==> src/shared/rcs_pkg.sv <==
// Constants and types for the reset configuration sequencer
package rcs_pkg;
   localparam logic [15:0] RST_CTRL_BASE = 16'hC000;
   localparam logic [11:0] RST_CTRL_FIRST = 12'h000;
   localparam logic [11:0] RST_CTRL_LAST = 12'h012;
   localparam int SEL_W = 4;
   localparam int NUM_SPEED = 3;
   localparam logic [6:0] EE_ADDR_FIRST = 7'h50;
   localparam logic [6:0] EE_ADDR_LAST = 7'h57;
   localparam logic [15:0] EE_OFS_LO = 16'h0000;
   localparam logic [15:0] EE_OFS_HI = 16'hF000;
   localparam logic [1:0] SPD_1M = 2'h0;
   localparam logic [1:0] SPD_400K = 2'h1;
   localparam logic [1:0] SPD_100K = 2'h2;
   localparam int CLK_PERIOD_NS = 4;
   localparam int STRAP_HOLD_NS = 20;
   localparam int STRAP_HOLD_CYC =
      (STRAP_HOLD_NS + CLK_PERIOD_NS - 1) / CLK_PERIOD_NS;
   localparam int ERR_OTP = 0;
   localparam int ERR_EE_NONE = 1;
   localparam int ERR_EE_BAD = 2;
   localparam int ERR_NOCFG = 3;
   localparam int ERR_W = 4;
   typedef enum logic [3:0] {
      ST_HELD    = 4'h0,
      ST_LATCH   = 4'h1,
      ST_DEFAULT = 4'h3,
      ST_UPDATE  = 4'h2,
      ST_OTP     = 4'h6,
      ST_EECFG   = 4'h7,
      ST_HOTFIX  = 4'h5,
      ST_PLL     = 4'h4,
      ST_SERIAL  = 4'hC,
      ST_APPLY   = 4'hD,
      ST_MON     = 4'hF,
      ST_DONE    = 4'hE
   } rcs_state_t;
endpackage

==> src/hdl/rcs_top.sv <==
// Reset and start-up configuration sequencer
module rcs_top #(
   parameter int GPIO_W = 8,
   parameter int NSTRAP = 4
) (
   input wire logic sys_clk,
   input wire logic rst_b,
   input wire logic master_reset_low,
   input wire logic test_select_low,
   input wire logic [GPIO_W-1:0] gpio_in,
   input wire logic [NSTRAP-1:0] strap_sel_mask,
   input wire logic strap_spi_pin,
   input wire logic strap_ee_en_pin,
   input wire logic factory_done,
   input wire logic pll_cal_done,
   input wire logic pll_locked,
   output logic pll_cal_start,
   output logic pll_relock,
   output logic otp_req,
   output logic [rcs_pkg::SEL_W-1:0] otp_cfg_num,
   input wire logic otp_ack,
   input wire logic otp_found,
   input wire logic otp_csum_ok,
   input wire logic otp_div_prog,
   input wire logic otp_sel_spi,
   input wire logic hotfix_present,
   output logic hotfix_run,
   input wire logic hotfix_ack,
   output logic ee_req,
   output logic ee_upd_mode,
   output logic [6:0] ee_dev_addr,
   output logic [1:0] ee_speed,
   output logic [15:0] ee_offset,
   input wire logic ee_ack,
   input wire logic ee_present,
   input wire logic ee_valid,
   input wire logic ee_sel_spi,
   output logic image_default,
   output logic image_apply,
   output logic clk_out_en,
   output logic gpio_out_en,
   output logic slave_en,
   output logic slave_spi,
   output logic slave_spi_4wire,
   output logic mon_en,
   output logic alarm_en,
   output logic low_power,
   input wire logic [3:0] block_en_req,
   output logic [3:0] block_active,
   output logic seq_done,
   output logic [rcs_pkg::SEL_W-1:0] cfg_loaded_num,
   output logic cfg_otp_loaded,
   output logic cfg_ee_loaded,
   output logic [rcs_pkg::ERR_W-1:0] seq_err,
   output logic [15:0] rst_ctrl_base,
   output logic [11:0] rst_ctrl_last
);
   typedef struct packed {
      rcs_pkg::rcs_state_t st;
      logic mr_prev;
      logic [GPIO_W-1:0] gpio_cap;
      logic [7:0] hold_cnt;
      logic sel_spi;
      logic ee_en;
      logic req;
      logic upd;
      logic [6:0] addr;
      logic [1:0] spd;
      logic ofs_hi;
      logic any_ee;
      logic otp_ok;
      logic ee_ok;
      logic cal_run;
      logic [rcs_pkg::SEL_W-1:0] num;
      logic [rcs_pkg::ERR_W-1:0] err;
      logic pll_go;
      logic relock;
      logic slave;
      logic apply;
      logic outs;
      logic mon;
      logic alarm;
      logic done;
   } rcs_reg_t;

   logic rst_s1_q;
   logic rst_s2_q;
   rcs_reg_t s_q;
   rcs_reg_t s_d;
   logic [rcs_pkg::SEL_W-1:0] sel_val;
   always_ff @(posedge sys_clk or negedge rst_b) begin
      if (!rst_b) begin
         rst_s1_q <= 1'b0;
         rst_s2_q <= 1'b0;
      end else begin
         rst_s1_q <= 1'b1;
         rst_s2_q <= rst_s1_q;
      end
   end

   // Strap number from masked captured pins, unused upper bits zero
   always_comb begin
      sel_val = '0;
      for (int i = 0; i < NSTRAP; i++) begin
         if (strap_sel_mask[i] && s_q.gpio_cap[i] && i < rcs_pkg::SEL_W) begin
            sel_val[i] = 1'b1;
         end
      end
   end
   always_comb begin
      s_d = s_q;
      s_d.mr_prev = master_reset_low;
      s_d.pll_go = 1'b0;
      unique case (s_q.st)
         rcs_pkg::ST_HELD: begin
            // Factory block and PLL lock happen while held
            if (!s_q.mr_prev && master_reset_low && test_select_low &&
                factory_done && pll_locked) begin
               s_d.gpio_cap = gpio_in;
               s_d.sel_spi = strap_spi_pin;
               s_d.ee_en = strap_ee_en_pin;
               s_d.hold_cnt = '0;
               s_d.st = rcs_pkg::ST_LATCH;
            end
         end
         rcs_pkg::ST_LATCH: begin
            s_d.hold_cnt = s_q.hold_cnt + 8'h01;
            if (s_q.hold_cnt >= 8'(rcs_pkg::STRAP_HOLD_CYC - 1)) begin
               s_d.st = rcs_pkg::ST_DEFAULT;
            end
         end
         rcs_pkg::ST_DEFAULT: begin
            s_d.st = s_q.ee_en ? rcs_pkg::ST_UPDATE : rcs_pkg::ST_OTP;
            s_d.num = sel_val;
            s_d.addr = rcs_pkg::EE_ADDR_FIRST;
            s_d.spd = rcs_pkg::SPD_1M;
            s_d.ofs_hi = 1'b0;
            s_d.upd = 1'b1;
            s_d.any_ee = 1'b0;
            s_d.req = 1'b0;
         end
         rcs_pkg::ST_UPDATE, rcs_pkg::ST_EECFG: begin
            if (!s_q.req) begin
               s_d.req = 1'b1;
            end else if (ee_ack) begin
               s_d.req = 1'b0;
               s_d.any_ee = s_q.any_ee || ee_present;
               if (ee_present && ee_valid && s_q.upd) begin
                  s_d.st = rcs_pkg::ST_HELD;
               end else if (ee_present && ee_valid) begin
                  s_d.ee_ok = 1'b1;
                  s_d.sel_spi = ee_sel_spi;
                  s_d.st = rcs_pkg::ST_HOTFIX;
               end else begin
                  if (ee_present && !s_q.upd && !s_q.ofs_hi) begin
                     s_d.ofs_hi = 1'b1;
                     s_d.err[rcs_pkg::ERR_EE_BAD] = 1'b1;
                  end else begin
                     s_d.ofs_hi = 1'b0;
                     if (ee_present && !s_q.upd) begin
                        s_d.err[rcs_pkg::ERR_EE_BAD] = 1'b1;
                     end
                     if (s_q.addr != rcs_pkg::EE_ADDR_LAST) begin
                        s_d.addr = s_q.addr + 7'h01;
                     end else if (s_q.spd != rcs_pkg::SPD_100K) begin
                        s_d.addr = rcs_pkg::EE_ADDR_FIRST;
                        s_d.spd = s_q.spd + 2'h1;
                     end else begin
                        s_d.addr = rcs_pkg::EE_ADDR_FIRST;
                        s_d.spd = rcs_pkg::SPD_1M;
                        if (!s_q.any_ee && !s_q.upd) begin
                           s_d.err[rcs_pkg::ERR_EE_NONE] = 1'b1;
                        end
                        s_d.any_ee = 1'b0;
                        s_d.st = s_q.upd ? rcs_pkg::ST_OTP
                                         : rcs_pkg::ST_HOTFIX;
                     end
                  end
               end
            end
         end
         rcs_pkg::ST_OTP: begin
            if (!s_q.req) begin
               s_d.req = 1'b1;
            end else if (otp_ack) begin
               s_d.req = 1'b0;
               s_d.upd = 1'b0;
               if (otp_found && otp_csum_ok) begin
                  s_d.otp_ok = 1'b1;
                  s_d.sel_spi = otp_sel_spi;
                  s_d.pll_go = otp_div_prog;
                  s_d.cal_run = otp_div_prog;
               end else begin
                  s_d.err[rcs_pkg::ERR_OTP] = 1'b1;
               end
               s_d.st = s_q.ee_en ? rcs_pkg::ST_EECFG : rcs_pkg::ST_HOTFIX;
            end
         end
         rcs_pkg::ST_HOTFIX: begin
            if (!hotfix_present) begin
               s_d.st = rcs_pkg::ST_PLL;
            end else if (!s_q.req) begin
               s_d.req = 1'b1;
            end else if (hotfix_ack) begin
               s_d.req = 1'b0;
               s_d.st = rcs_pkg::ST_PLL;
            end
         end
         rcs_pkg::ST_PLL: begin
            s_d.cal_run = s_q.cal_run && !pll_cal_done;
            if (!(s_q.otp_ok || s_q.ee_ok)) begin
               s_d.err[rcs_pkg::ERR_NOCFG] = 1'b1;
               s_d.st = rcs_pkg::ST_SERIAL;
            end else if (!s_q.relock) begin
               s_d.relock = 1'b1;
            end else if (pll_locked && !s_q.cal_run) begin
               s_d.relock = 1'b0;
               s_d.st = rcs_pkg::ST_SERIAL;
            end
         end
         rcs_pkg::ST_SERIAL: begin
            s_d.slave = 1'b1;
            s_d.st = rcs_pkg::ST_APPLY;
         end
         rcs_pkg::ST_APPLY: begin
            s_d.apply = 1'b1;
            s_d.outs = 1'b1;
            s_d.st = rcs_pkg::ST_MON;
         end
         rcs_pkg::ST_MON: begin
            s_d.apply = 1'b0;
            s_d.mon = 1'b1;
            s_d.st = rcs_pkg::ST_DONE;
         end
         rcs_pkg::ST_DONE: begin
            s_d.alarm = 1'b1;
            s_d.done = 1'b1;
         end
         default: s_d.st = rcs_pkg::ST_HELD;
      endcase
      if (!master_reset_low) begin
         s_d = '0;
         s_d.st = rcs_pkg::ST_HELD;
      end
   end
   always_ff @(posedge sys_clk or negedge rst_s2_q) begin
      if (!rst_s2_q) begin
         s_q <= '0;
      end else begin
         s_q <= s_d;
      end
   end
   // Default image pulses while defaults are built
   assign image_default = (s_q.st == rcs_pkg::ST_DEFAULT);
   assign image_apply = s_q.apply;
   assign pll_cal_start = s_q.pll_go;
   assign pll_relock = s_q.relock;
   assign otp_req = s_q.req && (s_q.st == rcs_pkg::ST_OTP);
   assign otp_cfg_num = s_q.num;
   assign hotfix_run = s_q.req && (s_q.st == rcs_pkg::ST_HOTFIX);
   assign ee_req = s_q.req && (s_q.st == rcs_pkg::ST_UPDATE ||
                               s_q.st == rcs_pkg::ST_EECFG);
   assign ee_upd_mode = s_q.upd;
   assign ee_dev_addr = s_q.addr;
   assign ee_speed = s_q.spd;
   assign ee_offset = s_q.ofs_hi ? rcs_pkg::EE_OFS_HI
                                 : rcs_pkg::EE_OFS_LO;
   assign clk_out_en = s_q.outs;
   assign gpio_out_en = s_q.outs;
   assign slave_en = s_q.slave && s_q.done;
   assign slave_spi = s_q.sel_spi;
   assign slave_spi_4wire = s_q.sel_spi;
   assign mon_en = s_q.mon;
   assign alarm_en = s_q.alarm;
   // Blocks run only when requested after start-up
   assign low_power = !s_q.done;
   assign block_active = s_q.done ? block_en_req : 4'h0;
   assign seq_done = s_q.done;
   assign cfg_loaded_num = s_q.otp_ok ? s_q.num : '0;
   assign cfg_otp_loaded = s_q.otp_ok;
   assign cfg_ee_loaded = s_q.ee_ok;
   assign seq_err = s_q.err;
   assign rst_ctrl_base = rcs_pkg::RST_CTRL_BASE;
   assign rst_ctrl_last = rcs_pkg::RST_CTRL_LAST;
endmodule

==> config.mk <==
export PLATFORM = sky130hd
export DESIGN_NAME = rcs_top
export DESIGN_NICKNAME = d
export VERILOG_FILES = /design/src/shared/rcs_pkg.sv /design/src/hdl/rcs_top.sv
export SDC_FILE = /design/constraint.sdc
export NUM_CORES = 1
export LEC_CHECK = 0
export BUFFER_PORTS_ARGS = -buffer_cell sky130_fd_sc_hd__buf_2
export CORE_ASPECT_RATIO = 2
export CORE_MARGIN = 2
export CORE_UTILIZATION = 55
export DETAILED_ROUTE_END_ITERATION = 10
export PLACE_DENSITY = 0.9
export SLEW_MARGIN = 5
export SYNTH_ARGS = -nofsm -noshare
export SYNTH_HDL_FRONTEND = slang
export SYNTH_SLANG_ARGS = --single-unit
export TNS_END_PERCENT = 10
==> constraint.sdc <==
create_clock -name sys_clk -period 3.4 [get_ports sys_clk]
set_input_delay 0.17 -clock sys_clk [delete_from_list [all_inputs] [get_ports sys_clk]]
set_output_delay 0.17 -clock sys_clk [all_outputs]
set_load 0.05 [all_outputs]
==> results of run 1 <==
==> stage by stage <==
| step | total power [W] | worst slack [ns] | utilization (%) |
|---|---|---|---|
| CTS | 0.00217 | 1.09 | 60.7 |
| finish | 0.00218 | 1.05 | 60.7 |
| detailed placement | 0.00159 | 1.09 | 57.9 |
| floorplan | 0.00150 | 1.34 | - |
| global placement | 0.00157 | 1.08 | 57.9 |
| global route | 0.00229 | 0.884 | 60.7 |
==> power by group <==
group | switching, W | internal, W | total [W] | leakage [nW]
clock network | 0.000232 | 0.000351 | 0.000583 | 0.0815
logic | 0.000536 | 0.000234 | 0.000770 | 1.06
registers | 0.000150 | 0.000674 | 0.000824 | 0.704
total | 0.000918 | 0.00126 | 0.00218 | 1.84
==> layout by cell type, fill, tap and decap left out, types with 11 or more instances in the layout <==
cell type and count:
o21a_1 11, conb_1 41, buf_2 79, nand3_1 23, dfrtp_1 51, a21oi_1 14, nand2_1 34, o21ai_0 28
inv_1 13, and2_1 14, nor2_1 16
==> flip-flops by register name, indices dropped and copies added (netlist names), 2 cells and up <==
register	count
seq_err	4
s_q	23
ee_dev_addr	7
ee_speed	2
otp_cfg_num	4
==> layout make-up <==
| cell class | count | share of cell area, % |
|---|---|---|
| clock inverter | 2 | 1.02 |
| timing repair buffer | 81 | 10.9 |
| inverter | 15 | 1.48 |
| multi-input combinational | 296 | 46.1 |
| sequential | 52 | 34.3 |
| tap | 86 | 2.83 |
| clock buffer | 6 | 3.39 |
==> worst max path at each step <==
| stage | from | end | slack (ns) |
|---|---|---|---|
| after floorplan | s_q[51] | otp_req | 1.34 |
| after global placement | s_q[53] | s_q[52] | 1.08 |
| after detailed placement | s_q[53] | s_q[52] | 1.09 |
| after CTS | s_q[53] | s_q[52] | 1.09 |
| after global routing | s_q[53] | s_q[52] | 0.88 |
| final | s_q[53] | s_q[52] | 1.05 |
==> per-layer routing <==
layer,global-route usage (%),part of all wire [%],vias to the layer above,routed length [µm]
met1,27.0,36,1447,3060
met3,4.73,5.1,27,431
met4,15.4,4.5,0,379
met5,0,0,-,0
met2,44.9,54,132,4610
li1,-,-,1414,-
==> what timing repair did <==
item | CTS | global route
endpoints found under the hold margin | 2 | 0
resized for setup | 0 | 0
hold buffers | 1 | 0
==> worst max-delay path, stage by stage (launching register included) <==
cell and delay (ns):
dfrtp_1 0.84, nor4b_1 0.55, nand4b_1 0.20, o211a_1 0.18, nand3_2 0.12, mux2_1 0.33
==> logic make-up (layout without fill, tap and decap cells) <==
| family | after synthesis | in the layout | synth area share [%] |
|---|---|---|---|
| flip-flops | 52 | 52 | 37.0 |
| XOR/XNOR | 6 | 6 | 1.49 |
| AO/OA/AOI/OAI | 97 | 97 | 18.9 |
| multiplexers | 4 | 4 | 1.17 |
| AND/OR/NAND/NOR | 144 | 144 | 22.5 |
| buffers and inverters | 94 | 104 | 17.4 |
| other | 2 | 41 | 0.213 |
| adder cells (fa/ha/maj) | 4 | 4 | 1.35 |
==> results.json, run 1 <==
{
  "ioPinCount": 124,
  "netlist-cell-type-count": 69,
  "commonest_register_cell_after_synthesis": "dfrtp_1",
  "vias_per_cell": 5.61,
  "die-area_um2": 7100,
  "synth_enable_flop_cells": 0,
  "rsz_0062_raised_after_global_routing": "false",
  "grt_antenna_before_repair": 0,
  "post_synthesis_async_set_or_reset_flop_share_pct": 100,
  "relSlewSlack_pct": 26.3,
  "final-max-slew-violation-count": 0,
  "synth-seq-cells": 52,
  "cts-root-to-sink-buffers": 2,
  "final-setup-viol-count": 0,
  "clock_tree_from_tritoncts": "built",
  "cts_max_level": 2,
  "global_route.overflow_total": 0,
  "die_x_um": 60.6,
  "buffer_ports.inserted": 79,
  "synth_common_cells": "66 x buf_4, 52 x dfrtp_1, 34 x nand2_1",
  "postCtsSetupRepairBufs": 0,
  "highest_net_fanout_along_the_worst_path": 22,
  "timing.fmax_ghz": 0.426,
  "area.growth.synth_to_final_pct": 7.89,
  "postPlaceCellArea_um2": 3620,
  "timing.hold.ws_ns": 0.105,
  "min-delay-path-class": "input pin to flop",
  "hold-path-cell-count": 3,
  "combined_flip_flop_and_latch_cell_area_um2": 1300,
  "post-synth-top-area-cell": "dfrtp_1",
  "period_minus_slack_ns": 2.35,
  "seq_area_frac_synth_pct": 37.0,
  "grt_start_max_net_pins": 51,
  "number_of_warnings_issued_by_yosys": 0,
  "r2r_end": "s_q[52]",
  "irDropWorstVdd_mv": 0.336,
  "dp_hpwl_um": 6330,
  "num_rows": 41,
  "number_of_buffers_created_by_cts": 5,
  "syn_avg_cell_area_um2": 8.74,
  "power_density_over_the_cells_nw_per_um2": 573,
  "clk_pin_slew_ns": 0.07,
  "initialDrtViolationCount": 204,
  "synth_cells": 403,
  "drt_pass1_iterations": 4,
  "cp_data_arrival_time_ns": 2.52,
  "number_of_hold_violations_in_the_final_report": 0,
  "multi_input_comb_area_um2": 1750,
  "grt_pass1_vias": 2843,
  "r2r.worst_path.cells": 5,
  "ctsRootBufferMaster": "clkbuf_16",
  "criticalPathCategory": "flop to flop",
  "fin_nets": 490,
  "global_placement_routability_congestion": 0.895,
  "area_share_of_the_largest_cell_type_after_synthesis_pct": 37.0,
  "maxCapViolCount": 0,
  "placed_cells_incl_taps": 529,
  "routed_wire_length_per_instance_um": 15.8,
  "detailroute.via_count": 3020,
  "worstReg2RegStart": "s_q[53]",
  "tritoncts_num_sinks": 52,
  "final_cells": 538,
  "power_leakage_nw": 1.84,
  "grt_pass1_wl_um": 13600,
  "initial_core_util_pct": 56.3,
  "drive_above_1_share_pct": 22.6,
  "netlist_top_cells_area": "dfrtp_1 37%, buf_4 14%, o21ai_0 4.0%",
  "max_slew.worst_pin.slew_ns": 1.11,
  "timing.reg2reg.setup_slack_ns": 1.05,
  "timing.setup.tns_ns": 0,
  "endpoint_kind": "flop",
  "fp.dieH_um": 117,
  "antenna_left": 0,
  "synthMostInstantiatedCell": "buf_4",
  "floorplan.core_area_um2": 6260,
  "worst_setup_skew_after_layout_ns": 0.00483,
  "holdPathEnd": "s_q[44]",
  "worstPathRequired_ns": 3.58,
  "skew_pair_late_insertion_delay_ns": 0.30,
  "synth.cell_area_um2": 3520,
  "status": "completed",
  "drt_wl_total_um": 8480,
  "timing.final.crit_share_pct": 69.0,
  "kind_of_start_point_of_the_critical_path": "flop",
  "insertedDiodeCount": 0,
  "design_area_um2": 3800,
  "global_route.usage.total_pct": 25.5,
  "worst_hold_startpoint": "gpio_in[2]",
  "number_of_design_rule_violations_left_after_detail_routing": 0,
  "fillCellCount": 587
}
(Power assumes the default switching activity.)
==> inputs of run 2 (changes only) <==
Settings changed: CORE_UTILIZATION 55 to 51, PLACE_DENSITY 0.9 to 0.84.
Clock period 3.4 ns to 2.3 ns, I/O delays scaled along.
==> run 2 against run 1 <==
Setup slack got worse by 0.90 ns. Routed wire length increased by 4.7%. Clock power increased by 30%. Count of clock-buffer cells in the layout unchanged. Core utilization decreased by 2.4 points. First-iteration DRC count increased by 11%. Cell count increased by 3.2%. Flip-flop and latch count unchanged. Total power increased by 48%. Critical path depth decreased by 1. Largest power group is now combinational cells.
==> results.json, run 2 (synthesis gave the netlist of run 1 again) <==
{
  "r2r.worst_path.cells": 5,
  "irDropWorstVdd_mv": 0.631,
  "dp_hpwl_um": 6780,
  "tritoncts_num_sinks": 52,
  "fp.dieH_um": 122,
  "global_route.overflow_total": 0,
  "global_route.usage.total_pct": 24.2,
  "grt_pass1_vias": 3072,
  "final_cells": 555,
  "path_buf_inv": 2,
  "die_x_um": 62.8,
  "period_minus_slack_ns": 2.15,
  "area.growth.synth_to_final_pct": 10.5,
  "insertedDiodeCount": 0,
  "fillCellCount": 622,
  "status": "completed",
  "min-delay-path-class": "input pin to flop",
  "buffer_ports.inserted": 79,
  "drt_pass1_iterations": 4,
  "antenna_left": 0,
  "routed_wire_length_per_instance_um": 16.0,
  "skew_pair_late_insertion_delay_ns": 0.30,
  "die-area_um2": 7620,
  "switching_share_pct": 43.4,
  "grt_start_max_net_pins": 44,
  "holdPathEnd": "s_q[43]",
  "most_flops_register": "s_q",
  "cp_data_arrival_time_ns": 2.03,
  "final-setup-viol-count": 0,
  "grt_pass1_wl_um": 14400,
  "timing.reg2reg.setup_slack_ns": 0.20,
  "criticalPathCategory": "flop to output pin",
  "initial_core_util_pct": 52.8,
  "worstReg2RegStart": "s_q[51]",
  "ctsResizeCount": 0,
  "max_slew.worst_pin.slew_ns": 0.953,
  "ioPinCount": 124,
  "ctsRootBufferMaster": "clkbuf_16",
  "final_common_cell": "buf_2",
  "largest_register_ffs": 23,
  "power_frac_comb_pct": 39.4,
  "detailroute.via_count": 3125,
  "hold-path-cell-count": 3,
  "pwr-share-clk_pct": 23.5,
  "power_leakage_nw": 1.91,
  "timing.setup.tns_ns": 0,
  "number_of_hold_violations_in_the_final_report": 0,
  "placed_cells_incl_taps": 546,
  "cells_along_the_critical_path": "nand2_1 > or3_1 > inv_2 > buf_2",
  "timing.hold.ws_ns": 0.0513,
  "worstPathRequired_ns": 2.18,
  "worst_setup_skew_after_layout_ns": 0.00720,
  "postCtsSetupRepairBufs": 0,
  "num_rows": 42,
  "timing.fmax_ghz": 0.466,
  "cts_max_level": 2,
  "fin_nets": 505,
  "timing.final.crit_share_pct": 93.4,
  "initialDrtViolationCount": 227,
  "clock_tree_from_tritoncts": "built",
  "kind_of_start_point_of_the_critical_path": "flop",
  "grt_antenna_before_repair": 0,
  "highest_net_fanout_along_the_worst_path": 20,
  "relSlewSlack_pct": 36.5,
  "final-max-slew-violation-count": 0,
  "endpoint_kind": "output pin",
  "r2r_end": "s_q[52]",
  "clk_pin_slew_ns": 0.07,
  "layout.cells.most_common_list": "79 x buf_2, 51 x dfrtp_1, 41 x conb_1, 34 x nand2_1, 28 x o21ai_0",
  "drt_wl_total_um": 8880,
  "cp_slowest_cell": "dfrtp_1",
  "power_density_over_the_cells_nw_per_um2": 828,
  "cts-root-to-sink-buffers": 2,
  "floorplan.core_area_um2": 6670,
  "vias_per_cell": 5.63,
  "worst_hold_startpoint": "gpio_in[1]",
  "internal_power_w": 0.00182,
  "maxCapViolCount": 0,
  "drive_above_1_share_pct": 25.1,
  "global_placement_routability_congestion": 0.925,
  "number_of_design_rule_violations_left_after_detail_routing": 0,
  "holdBufCountCts": 1,
  "rsz_0062_raised_after_global_routing": "false",
  "number_of_buffers_created_by_cts": 5,
  "setup.worst_path.start": "s_q[51]",
  "power_frac_seq_pct": 37.1,
  "critical-path-top-delay-family": "flip-flops",
  "power.switching_w": 0.00140,
  "critical-path-max-stage-delay_ns": 0.75
}
run 2: area by class of cell:
| class | instances | area, µm² | area share (%) |
|---|---|---|---|
| inverter | 15 | 56.3 | 1.45 |
| tap | 88 | 110 | 2.83 |
| sequential | 52 | 1300 | 33.5 |
| multi-input combinational | 296 | 1750 | 45.0 |
| clock inverter | 2 | 16.3 | 0.418 |
| timing repair buffer | 96 | 526 | 13.5 |
| clock buffer | 6 | 129 | 3.31 |
run 2: power groups by stage:
stage,Sequential [W],Combinational [W],Clock (W)
final,0.00119,0.00127,0.000756
after global routing,0.00121,0.00138,0.000816
after global placement,0.00119,0.00122,0
after floorplan,0.00112,0.00110,0
after detailed placement,0.00121,0.00125,0
after CTS,0.00119,0.00126,0.000765
run 2: worst max path at each step:
stage	to	slack (ns)	cells past startpoint
after CTS	image_default	0.17	4
after detailed placement	slave_spi	0.26	5
final	image_default	0.15	4
after global routing	image_default	0.02	4
after floorplan	otp_req	0.29	4
after global placement	slave_spi	0.28	5
run 2: tightest hold or removal path, stage by stage:
cell and delay, ns:
buf_2 0.08, nand3_1 0.06, o21ai_0 0.06
run 2: layer usage:
metal  routed length [µm]  global-route usage (%)  vias to the layer above  share of wire, %
li1                     -                       -                     1449                 -
met1                 3030                    25.0                     1478                34
met2                 4850                    42.6                      161                55
met3                  496                    3.34                       37               5.6
met4                  496                    20.4                        0               5.6
met5                    0                       0                        -                 0
run 2: through the flow:
| step | utilization [%] | total power, W | area [µm²] | setup slack [ns] |
|---|---|---|---|---|
| 3_5_place_dp | 56.0 | 0.00246 | 3740 | 0.262 |
| 2_1_floorplan | - | 0.00222 | 3670 | 0.291 |
| 6_report | 58.3 | 0.00322 | 3890 | 0.153 |
| 3_3_place_gp | 56.0 | 0.00242 | 3740 | 0.280 |
| 4_1_cts | 58.3 | 0.00321 | 3890 | 0.171 |
| 5_1_grt | 58.3 | 0.00340 | 3890 | 0.0199 |
==> inputs of run 3 (changes only) <==
Settings changed: CTS_BUF_LIST set to sky130_fd_sc_hd__clkbuf_8 sky130_fd_sc_hd__clkbuf_16, CTS_CLUSTER_DIAMETER set to 120.
==> run 3 against run 2 <==
Critical path depth unchanged. Flip-flop and latch count stayed put. Worst hold slack did not move. Design area is the same. First-iteration DRC count unchanged. Sequential share of layout area unchanged. Combinational power about the same. Core utilization did not move. Die area did not move. Setup slack did not move. Count of clock-buffer cells in the layout shrank 1.
==> results.json, run 3 (synthesis gave the netlist of run 1 again) <==
{
  "status": "completed",
  "die_x_um": 62.8,
  "initialDrtViolationCount": 227,
  "grt_pass1_wl_um": 14400,
  "irDropWorstVdd_mv": 0.631,
  "clock_tree_from_tritoncts": "built",
  "r2r_end": "s_q[52]",
  "relSlewSlack_pct": 36.5,
  "endpoint_kind": "output pin",
  "layout.cells.most_common_list": "79 x buf_2, 51 x dfrtp_1, 41 x conb_1, 34 x nand2_1, 28 x o21ai_0",
  "floorplan.core_area_um2": 6670,
  "power_frac_seq_pct": 37.1,
  "fillCellCount": 622,
  "drive_above_1_share_pct": 25.1,
  "cts-root-to-sink-buffers": 2,
  "timing.setup.tns_ns": 0,
  "worstPathRequired_ns": 2.18,
  "antenna_left": 0,
  "cp_data_arrival_time_ns": 2.03,
  "largest_register_ffs": 23,
  "global_route.usage.total_pct": 24.2,
  "timing.reg2reg.setup_slack_ns": 0.20,
  "r2r.worst_path.cells": 5,
  "timing.final.crit_share_pct": 93.4,
  "global_placement_routability_congestion": 0.925,
  "routed_wire_length_per_instance_um": 16.0,
  "min-delay-path-class": "input pin to flop",
  "dp_hpwl_um": 6780,
  "cp_slowest_cell": "dfrtp_1",
  "die-area_um2": 7620,
  "utilization_pct": 58.3,
  "maxCapViolCount": 0,
  "detailroute.via_count": 3125,
  "groute.layer.met1.usage_pct": 25.0,
  "timing.fmax_ghz": 0.466,
  "drt_pass1_iterations": 4,
  "drt_wl_total_um": 8880,
  "final_common_cell": "buf_2",
  "grt_antenna_before_repair": 0,
  "insertedDiodeCount": 0,
  "global_route.overflow_total": 0,
  "initial_core_util_pct": 52.8,
  "worstReg2RegStart": "s_q[51]",
  "gr-usage-met3_pct": 3.34,
  "critical-path-top-delay-family": "flip-flops",
  "kind_of_start_point_of_the_critical_path": "flop",
  "setup.worst_path.start": "s_q[51]",
  "cells_along_the_critical_path": "nand2_1 > or3_1 > inv_2 > buf_2",
  "tritoncts_num_sinks": 52,
  "postCtsSetupRepairBufs": 0,
  "highest_net_fanout_along_the_worst_path": 20,
  "power_frac_comb_pct": 39.5,
  "switching_share_pct": 43.4,
  "fp.dieH_um": 122,
  "number_of_hold_violations_in_the_final_report": 0,
  "vias_per_cell": 5.63,
  "skew_pair_late_insertion_delay_ns": 0.30,
  "ctsRootBufferMaster": "clkbuf_16",
  "buffer_ports.inserted": 79,
  "final-max-slew-violation-count": 0,
  "number_of_buffers_created_by_cts": 5,
  "area.growth.synth_to_final_pct": 10.5,
  "worstSetupPathDepth": 4,
  "num_rows": 42,
  "cts_max_level": 2,
  "busiest_metal_layer_after_global_routing": "met2",
  "final-setup-viol-count": 0,
  "rsz_0062_raised_after_global_routing": "false",
  "ioPinCount": 124,
  "path_buf_inv": 2,
  "power.switching_w": 0.00140,
  "global_route.usage.met2_pct": 42.6,
  "clk_pin_slew_ns": 0.07,
  "critical-path-max-stage-delay_ns": 0.75,
  "grt_start_max_net_pins": 44,
  "grt_pass1_vias": 3072,
  "most_flops_register": "s_q",
  "pwr-share-clk_pct": 23.4,
  "worst_setup_skew_after_layout_ns": 0.00720,
  "period_minus_slack_ns": 2.15,
  "power_density_over_the_cells_nw_per_um2": 827,
  "max_slew.worst_pin.slew_ns": 0.953,
  "fin_nets": 505,
  "number_of_design_rule_violations_left_after_detail_routing": 0,
  "criticalPathCategory": "flop to output pin",
  "power_leakage_nw": 1.91,
  "internal_power_w": 0.00182,
  "worstSetupEndpoint": "image_default"
}
[run 3: cell count changes in the layout (fill, tap and decap cells not counted)]
| cell | delta |
|---|---|
| inv_1 | +1 |
| clkbuf_1 | -1 |
[run 3: layer usage]
layer / wire (µm) / share of wire, % / vias to the layer above
li1: - / - / 1449
met1: 3030 / 34 / 1478
met2: 4850 / 55 / 161
met3: 496 / 5.6 / 37
met4: 496 / 5.6 / 0
met5: 0 / 0 / -
[run 3: stage by stage]
step / area (µm²) / power, W / hold slack, ns / cells / worst slack, ns
2_1_floorplan: 3670 / 0.00222 / -0.181 / 442 / 0.291
3_3_place_gp: 3740 / 0.00242 / -0.0996 / 546 / 0.280
3_5_place_dp: 3740 / 0.00246 / -0.0973 / 546 / 0.262
4_1_cts: 3890 / 0.00321 / 0.0459 / 555 / 0.171
5_1_grt: 3890 / 0.00340 / 0.0546 / 555 / 0.0199
6_report: 3890 / 0.00322 / 0.0513 / 555 / 0.153
[run 3: worst min-delay path by stage]
stage                     cells past startpoint  slack (ns)  endpoint        from
after global placement                        1        -0.1  rst_s1_q       rst_b
after floorplan                               0       -0.18  rst_s1_q       rst_b
after detailed placement                      1        -0.1  rst_s1_q       rst_b
after CTS                                     3        0.05   s_q[44]  gpio_in[2]
after global routing                          3        0.05   s_q[44]  gpio_in[2]
final                                         3        0.05   s_q[43]  gpio_in[1]
[run 3: worst min-delay path, delay by kind of cell]
family,cells,cell delay (ns)
simple gates,1,0.06
compound gates,1,0.06
buf+inv,1,0.08
[run 3: cell type report]
cell class	count	area, µm²	share of cell area, %
clock buffer	5	125	3.22
clock inverter	3	20.0	0.514
inverter	15	56.3	1.45
multi-input combinational	296	1750	45.0
sequential	52	1300	33.5
tap	88	110	2.83
timing repair buffer	96	526	13.5
[run 3: power groups by stage]
stage,logic (W),registers [W],clock network (W)
5_1_grt,0.00138,0.00121,0.000812
2_1_floorplan,0.00110,0.00112,0
3_3_place_gp,0.00122,0.00119,0
3_5_place_dp,0.00125,0.00121,0
6_report,0.00127,0.00119,0.000752
4_1_cts,0.00126,0.00119,0.000761
[run 3: timing repair]
item	in CTS	in global routing
endpoints found under the hold margin	2	0
hold buffers	1	0
endpoints found under the setup margin	0	0
gates resized for setup	0	0
